<file path="src/loop_cfg_params.svh">
`ifndef LOOP_CFG_PARAMS_SVH
`define LOOP_CFG_PARAMS_SVH
`define ALT_CFG_OFFSET 8'hac
`define LOOP_CFG_OFFSET 8'had
`define ALT_GAIN_MSB 7
`define ALT_GAIN_LSB 6
`define ALT_TIME_MSB 5
`define ALT_TIME_LSB 3
`define ALT_RAMP_MSB 2
`define ALT_RAMP_LSB 0
`define LOOP_RSVD_BIT 7
`define SS_DCM_BIT 6
`define NOC_TON_BIT 5
`define IND_MSB 4
`define IND_LSB 3
`define DC_LOAD_LINE_SEL_MSB 2
`define DC_LOAD_LINE_SEL_LSB 0
`define ALT_CFG_RESET 8'h00
`define LOOP_CFG_RESET 8'h00
`define LOOP_WRITE_MASK 8'h7f
`define NOC_SHORT_5MV_MV 12'h258
`define NOC_LONG_5MV_MV 12'h640
`define NOC_SHORT_10MV_MV 12'h4b0
`define NOC_LONG_10MV_MV 12'hc80
`endif

</file>
<file path="src/loop_cfg_pkg.sv">
package loop_cfg_pkg;
  // whole register-bank state, registered as one word
  typedef struct packed {
    logic [7:0] alt_cfg;
    logic [7:0] loop_cfg;
    logic [7:0] rd_data;
    logic rd_valid;
    logic cmd_ack;
    logic ss_dcm_force;
    logic forced_continuous_conduction;
    logic [11:0] noc_numer_mv;
    logic [8:0] ind_nh;
    logic [12:0] dc_load_line_sel_uohm;
    logic [3:0] alt_gain_x4;
    logic [14:0] alt_time_ns;
    logic [7:0] alt_ramp_mv;
  } cfg_state_t;
endpackage

</file>
<file path="src/loop_setting_decode.sv">
`timescale 1ns/100ps
`include "loop_cfg_params.svh"
module loop_setting_decode (
  input wire logic [7:0] alt_cfg_in,
  input wire logic [7:0] loop_cfg_in,
  input wire logic [1:0] vid_protocol_identifier_in,
  output logic [11:0] noc_numer_mv_out,
  output logic [8:0] ind_nh_out,
  output logic [12:0] dc_load_line_sel_uohm_out,
  output logic [3:0] alt_gain_x4_out,
  output logic [14:0] alt_time_ns_out,
  output logic [7:0] alt_ramp_mv_out
);
  logic step_5mv;
  logic short_ton;

  // protocol 01b/10b means 5 mv output steps
  assign step_5mv = vid_protocol_identifier_in[1] ^ vid_protocol_identifier_in[0];
  assign short_ton = loop_cfg_in[`NOC_TON_BIT];

  // negative-current on-time numerator in mv
  always_comb begin
    if (step_5mv) begin
      noc_numer_mv_out = short_ton ? `NOC_SHORT_5MV_MV : `NOC_LONG_5MV_MV;
    end else begin
      noc_numer_mv_out = short_ton ? `NOC_SHORT_10MV_MV : `NOC_LONG_10MV_MV;
    end
  end

  // inductor for current sensing, nh
  always_comb begin
    case (loop_cfg_in[`IND_MSB:`IND_LSB])
      2'h0: ind_nh_out = 9'h064;
      2'h1: ind_nh_out = 9'h0c8;
      2'h2: ind_nh_out = 9'h12c;
      default: ind_nh_out = 9'h190;
    endcase
  end

  // dc load line in micro-ohm, zero is flat regulation
  always_comb begin
    case (loop_cfg_in[`DC_LOAD_LINE_SEL_MSB:`DC_LOAD_LINE_SEL_LSB])
      3'h0: dc_load_line_sel_uohm_out = 13'h0000;
      3'h1: dc_load_line_sel_uohm_out = 13'h01f4;
      3'h2: dc_load_line_sel_uohm_out = 13'h02ee;
      3'h3: dc_load_line_sel_uohm_out = 13'h03e8;
      3'h4: dc_load_line_sel_uohm_out = 13'h05dc;
      3'h5: dc_load_line_sel_uohm_out = 13'h0b54;
      3'h6: dc_load_line_sel_uohm_out = 13'h0c80;
      default: dc_load_line_sel_uohm_out = 13'h0fd2;
    endcase
  end

  // alternate fields, informational only
  always_comb begin
    case (alt_cfg_in[`ALT_GAIN_MSB:`ALT_GAIN_LSB])
      2'h0: alt_gain_x4_out = 4'h8;
      2'h1: alt_gain_x4_out = 4'h6;
      2'h2: alt_gain_x4_out = 4'h4;
      default: alt_gain_x4_out = 4'h2;
    endcase
    case (alt_cfg_in[`ALT_TIME_MSB:`ALT_TIME_LSB])
      3'h0: alt_time_ns_out = 15'h00fa;
      3'h1: alt_time_ns_out = 15'h03e8;
      3'h2: alt_time_ns_out = 15'h0bb8;
      3'h3: alt_time_ns_out = 15'h1194;
      3'h4: alt_time_ns_out = 15'h186a;
      3'h5: alt_time_ns_out = 15'h1f40;
      3'h6: alt_time_ns_out = 15'h2710;
      default: alt_time_ns_out = 15'h4e20;
    endcase
    case (alt_cfg_in[`ALT_RAMP_MSB:`ALT_RAMP_LSB])
      3'h0: alt_ramp_mv_out = 8'h28;
      3'h1: alt_ramp_mv_out = 8'h3c;
      3'h2: alt_ramp_mv_out = 8'h50;
      3'h3: alt_ramp_mv_out = 8'h64;
      3'h4: alt_ramp_mv_out = 8'h78;
      3'h5: alt_ramp_mv_out = 8'ha0;
      3'h6: alt_ramp_mv_out = 8'hc8;
      default: alt_ramp_mv_out = 8'hf0;
    endcase
  end
endmodule

</file>
<file path="src/loop_compensation_cfg_regs.sv">
`timescale 1ns/100ps
`include "loop_cfg_params.svh"
module loop_compensation_cfg_regs #(
  parameter int DATA_W = 8
) (
  input wire logic clock_in,
  input wire logic rstn_in,
  input wire logic [7:0] cmd_code_in,
  input wire logic wr_strobe_in,
  input wire logic [7:0] wr_data_in,
  input wire logic rd_strobe_in,
  input wire logic nvm_load_in,
  input wire logic [7:0] nvm_alt_cfg_in,
  input wire logic [7:0] nvm_loop_cfg_in,
  input wire logic softstart_active_in,
  input wire logic forced_continuous_conduction_in,
  input wire logic [1:0] vid_protocol_identifier_in,
  output logic [7:0] rd_data_out,
  output logic rd_valid_out,
  output logic cmd_ack_out,
  output logic discontinuous_conduction_out,
  output logic forced_continuous_conduction_out,
  output logic [11:0] noc_numer_mv_out,
  output logic [8:0] sense_inductor_nh_out,
  output logic [12:0] dc_load_line_uohm_out,
  output logic [3:0] alt_gain_x4_out,
  output logic [14:0] alt_time_ns_out,
  output logic [7:0] alt_ramp_mv_out
);
  loop_cfg_pkg::cfg_state_t state_q;
  loop_cfg_pkg::cfg_state_t state_d;
  logic [11:0] dec_numer;
  logic [8:0] dec_ind;
  logic [12:0] dec_dc_load_line_sel;
  logic [3:0] dec_gain;
  logic [14:0] dec_time;
  logic [7:0] dec_ramp;
  logic hit_alt;
  logic hit_loop;

  // the command interface carries single bytes only, refused at elaboration
  if (DATA_W != 8) begin : g_width_check
    $error("loop_compensation_cfg_regs serves 8-bit data only");
  end

  // decoding of the stored fields
  loop_setting_decode u_decode (
    .alt_cfg_in(state_q.alt_cfg),
    .loop_cfg_in(state_q.loop_cfg),
    .vid_protocol_identifier_in(vid_protocol_identifier_in),
    .noc_numer_mv_out(dec_numer),
    .ind_nh_out(dec_ind),
    .dc_load_line_sel_uohm_out(dec_dc_load_line_sel),
    .alt_gain_x4_out(dec_gain),
    .alt_time_ns_out(dec_time),
    .alt_ramp_mv_out(dec_ramp)
  );

  assign hit_alt = (cmd_code_in == `ALT_CFG_OFFSET);
  assign hit_loop = (cmd_code_in == `LOOP_CFG_OFFSET);

  // next state: nvm load, host byte access, decoded outputs
  always_comb begin
    state_d = state_q;
    state_d.rd_valid = 1'b0;
    state_d.cmd_ack = 1'b0;
    if (nvm_load_in) begin
      state_d.alt_cfg = nvm_alt_cfg_in;
      state_d.loop_cfg = nvm_loop_cfg_in & `LOOP_WRITE_MASK;
    end
    if (wr_strobe_in) begin
      state_d.cmd_ack = hit_alt | hit_loop;
      if (hit_alt) begin
        state_d.alt_cfg = wr_data_in;
      end
      if (hit_loop) begin
        state_d.loop_cfg = wr_data_in & `LOOP_WRITE_MASK;
      end
    end else if (rd_strobe_in) begin
      state_d.rd_valid = 1'b1;
      state_d.cmd_ack = hit_alt | hit_loop;
      if (hit_alt) begin
        state_d.rd_data = state_q.alt_cfg;
      end else if (hit_loop) begin
        state_d.rd_data = state_q.loop_cfg;
      end else begin
        state_d.rd_data = 8'h00;
      end
    end
    // conduction mode: soft-start bit only counts while ramping
    if (softstart_active_in && state_q.loop_cfg[`SS_DCM_BIT]) begin
      state_d.ss_dcm_force = 1'b1;
      state_d.forced_continuous_conduction = 1'b0;
    end else begin
      state_d.ss_dcm_force = 1'b0;
      state_d.forced_continuous_conduction = forced_continuous_conduction_in;
    end
    state_d.noc_numer_mv = dec_numer;
    state_d.ind_nh = dec_ind;
    state_d.dc_load_line_sel_uohm = dec_dc_load_line_sel;
    state_d.alt_gain_x4 = dec_gain;
    state_d.alt_time_ns = dec_time;
    state_d.alt_ramp_mv = dec_ramp;
  end

  // state register
  always_ff @(posedge clock_in or negedge rstn_in) begin
    if (!rstn_in) begin
      state_q <= '0;
      state_q.alt_cfg <= `ALT_CFG_RESET;
      state_q.loop_cfg <= `LOOP_CFG_RESET;
    end else begin
      state_q <= state_d;
    end
  end

  // outputs straight from the state word
  assign rd_data_out = state_q.rd_data;
  assign rd_valid_out = state_q.rd_valid;
  assign cmd_ack_out = state_q.cmd_ack;
  assign discontinuous_conduction_out = state_q.ss_dcm_force;
  assign forced_continuous_conduction_out = state_q.forced_continuous_conduction;
  assign noc_numer_mv_out = state_q.noc_numer_mv;
  assign sense_inductor_nh_out = state_q.ind_nh;
  assign dc_load_line_uohm_out = state_q.dc_load_line_sel_uohm;
  assign alt_gain_x4_out = state_q.alt_gain_x4;
  assign alt_time_ns_out = state_q.alt_time_ns;
  assign alt_ramp_mv_out = state_q.alt_ramp_mv;
endmodule

</file>
<file path="config.mk">
export PLATFORM = sky130hd
export DESIGN_NAME = loop_compensation_cfg_regs
export DESIGN_NICKNAME = d
export VERILOG_FILES = /design/src/loop_cfg_pkg.sv /design/src/loop_setting_decode.sv /design/src/loop_compensation_cfg_regs.sv
export VERILOG_INCLUDE_DIRS = /design/src
export SDC_FILE = /design/constraint.sdc
export NUM_CORES = 1
export LEC_CHECK = 0
export BUFFER_PORTS_ARGS = -buffer_cell sky130_fd_sc_hd__buf_2
export CORE_UTILIZATION = 30
export CTS_BUF_LIST = sky130_fd_sc_hd__clkbuf_4
export DETAILED_ROUTE_END_ITERATION = 12
export PLACE_DENSITY = 0.58
export SYNTH_ARGS = -nofsm -noshare
export SYNTH_HDL_FRONTEND = slang
export SYNTH_HIERARCHICAL = 1
export SYNTH_SLANG_ARGS = --single-unit
</file>
<file path="constraint.sdc">
create_clock -name clock_in -period 1.6 [get_ports clock_in]
set_input_delay 0.32 -clock clock_in [delete_from_list [all_inputs] [get_ports clock_in]]
set_output_delay 0.32 -clock clock_in [all_outputs]
set_load 0.05 [all_outputs]
</file>
==> reports/qor.yml <==
final_layout:
  final_nets: 416
  fin_cells: 546
  most-common-layout-cells: "buf_2 (111), dfrtp_1 (89), mux2_2 (30), nor2_1 (16), nand2_1 (13)"
  drive_gt1_share_pct: 46.6
  area_growth_pct: 10.4
  fin_util_pct: 34.4
  mostFrequentLayoutCell: "buf_2"
  fillers: 1336
placement:
  hpwl_mm: 5.32
  dp.cells: 528
  pre_cts_ws_ns: 0.0289
  place_congestion: 0.681
  port_buffers: 112
detailed_routing:
  viasPerCell: 3.96
  postRouteAntennaNets: 0
  drt-pass1-iter-count: 4
  vias: 2163
  drtIter0Drc: 73
  postRouteWirelength_mm: 7.19
  drc: 0
  wire_per_inst_um: 13.2
logic_synthesis:
  ys_seq_area_share_pct: 56.2
  synth_cells: 316
  yosys_warnings: 6
  synth_flop_cell: "dfrtp_1"
  synth-seq-cells: 89
  synth_edf_count: 0
  syn-cell-area_um2: 3960
  avgSynthCellArea_um2: 12.5
  synth.distinct_cells: 33
  async_flop_share_pct: 100
grt:
  grt_first_pass_wirelength_mm: 11.1
  first_global_vias: 2130
  antenna_found_initial: 1
  grtUsageTotal_pct: 11.5
  grt-ovfl-total: 0
  grt_max_degree: 33
pwr:
  seq_power_share_pct: 48.6
  power.switching_w: 0.00187
  p_clk_share_pct: 26.7
  leakage_nw: 2.24
  intPower_w: 0.00349
  pwr_density_cell_nw_per_um2: 1220
  combPwrFrac_pct: 24.7
  p_sw_share_pct: 34.9
  total_power_w: 0.00535
  max-vdd-ir-drop_uv: 662
timing:
  finalCritPeriodShare_pct: 90.4
  drv_slew: 0
  setup_viol: 0
  fin_ws_ns: 0.153
  final-hold-violation-count: 0
  min_period_ns: 1.45
  rsz0062_at_grt: "false"
  setup_tns_ns: 0
  max_freq_ghz: 0.691
  clock-skew-final_ns: 0.00909
worst_setup_path:
  worstSetupPathType: "reg -> out"
  path_buf_inv: 1
  cp_data_arrival_time_ns: 1.13
  cp-end-kind: "output pin"
  required_ns: 1.28
  crit_chain: "buf_2"
  worst_setup_path_start_kind: "flop"
  max_stage_delay_ns: 0.39
  critPathSlowestCell: "dfrtp_1"
  cpLargestDelayFamily: "flip-flops"
  critPathMaxFanout: 2
clocking:
  cts_tree: "built"
  cts.sinks: 89
  cts_root_buf: "clkbuf_4"
  cts_resized: 0
  numCtsBuffers: 9
  clk_pin_slew_ns: 0.14
  clk_latency_ns: 0.45
  htreeDepth: 3
  postCtsHoldBufs: 1
  clockBufferDepth: 2
  post_cts_buffers: 0
die:
  die_area_um2: 13700
  start_util_pct: 31.1
  die_h_um: 117
  ioPinCount: 114
  core_um2: 12700
  rows: 41
  dieWidth_um: 117
worst_hold_path:
  hold_path_class: "in -> reg"
run_status:
  status: "finished, final reports clean"
run:
  cap_violations: 0
layout make-up:
cell class | count | area [um2] | area share [%]
Inverter | 11 | 41.3 | 0.944
Sequential cell | 89 | 2230 | 50.9
Clock inverter | 6 | 91.3 | 2.09
Antenna cell | 1 | 2.50 | 0.0572
Multi-Input combinational cell | 136 | 1050 | 24.0
Timing Repair Buffer | 121 | 671 | 15.3
Tap cell | 172 | 215 | 4.92
Clock buffer | 10 | 75.1 | 1.72
sequential cells by signal, indices dropped and copies added, names as in the netlist:
register / count
alt_gain_x4_out: 4
alt_ramp_mv_out: 8
alt_time_ns_out: 15
cmd_ack_out: 1
dc_load_line_uohm_out: 13
discontinuous_conduction_out: 1
forced_continuous_conduction_out: 1
noc_numer_mv_out: 12
rd_data_out: 8
rd_valid_out: 1
sense_inductor_nh_out: 9
state_q: 16
power by group through the flow:
stage / sequential [W] / clock (W) / combinational (W)
after floorplan: 0.00263 / 0 / 0.00129
after global placement: 0.00264 / 0 / 0.00132
after detailed placement: 0.00265 / 0 / 0.00134
after CTS: 0.00261 / 0.00152 / 0.00134
after global routing: 0.00264 / 0.00160 / 0.00142
final: 0.00260 / 0.00143 / 0.00132
synthesized netlist by cell type, drive strengths merged, types with 2 or more instances:
cell type	n	area [um2]
buf	91	683
dfrtp	89	2230
mux2	30	338
nor2	16	60.1
nand2	13	48.8
inv	11	41.3
mux2i	10	100
o31ai	8	60.1
ha	7	87.6
nor2b	5	31.3
or2	5	31.3
xnor2	5	43.8
and2	4	25.0
a21o	3	22.5
a21oi	2	10.0
and3b	2	17.5
o21ai	2	10.0
xor2	2	25.0
through the flow:
step / area (um2) / hold WS (ns)
after floorplan: 4000 / 0.0244
after global placement: 4200 / 0.310
after detailed placement: 4200 / 0.316
after CTS: 4370 / 0.0294
after global routing: 4370 / 0.0410
final: 4370 / 0.0829
per-layer routing:
| layer | GRT usage [%] | part of all wire, % |
|---|---|---|
| met1 | 14.1 | 44 |
| met2 | 18.0 | 48 |
| met3 | 2.83 | 5.2 |
| met4 | 7.59 | 2.7 |
| met5 | 0 | 0 |
path summary, 6_finish.rpt:
path,startpoint,end,slack [ns],depth (start not counted)
worst max-delay path,rd_data_out[7]$_DFFE_PN0P_,rd_data_out[7],0.15,1
worst min-delay path,wr_data_in[7],state_q[88]$_DFF_PN0_,0.08,2
worst max register to register,state_q[75]$_DFF_PN0_,state_q[75]$_DFF_PN0_,0.40,2
worst min register to register,rd_data_out[4]$_DFFE_PN0P_,rd_data_out[4]$_DFFE_PN0P_,0.49,2
max in group asynchronous,rstn_in,dc_load_line_uohm_out[3]$_DFF_PN0_,0.75,3
min in group asynchronous,rstn_in,state_q[79]$_DFF_PN0_,0.33,2
logic make-up (layout without fill, tap and decap cells):
family,after synthesis,after routing,share of synthesized area [%]
buffers and inverters,102,148,18.3
xor gates and xnor gates,7,7,1.74
and+or+nand+nor,53,53,7.42
other,1,13,0.0947
AOI/OAI and AO/OA,17,17,2.97
muxes,40,40,11.1
adders and majority gates,7,7,2.21
DFF,89,89,56.2
(Power assumes the default switching activity.)
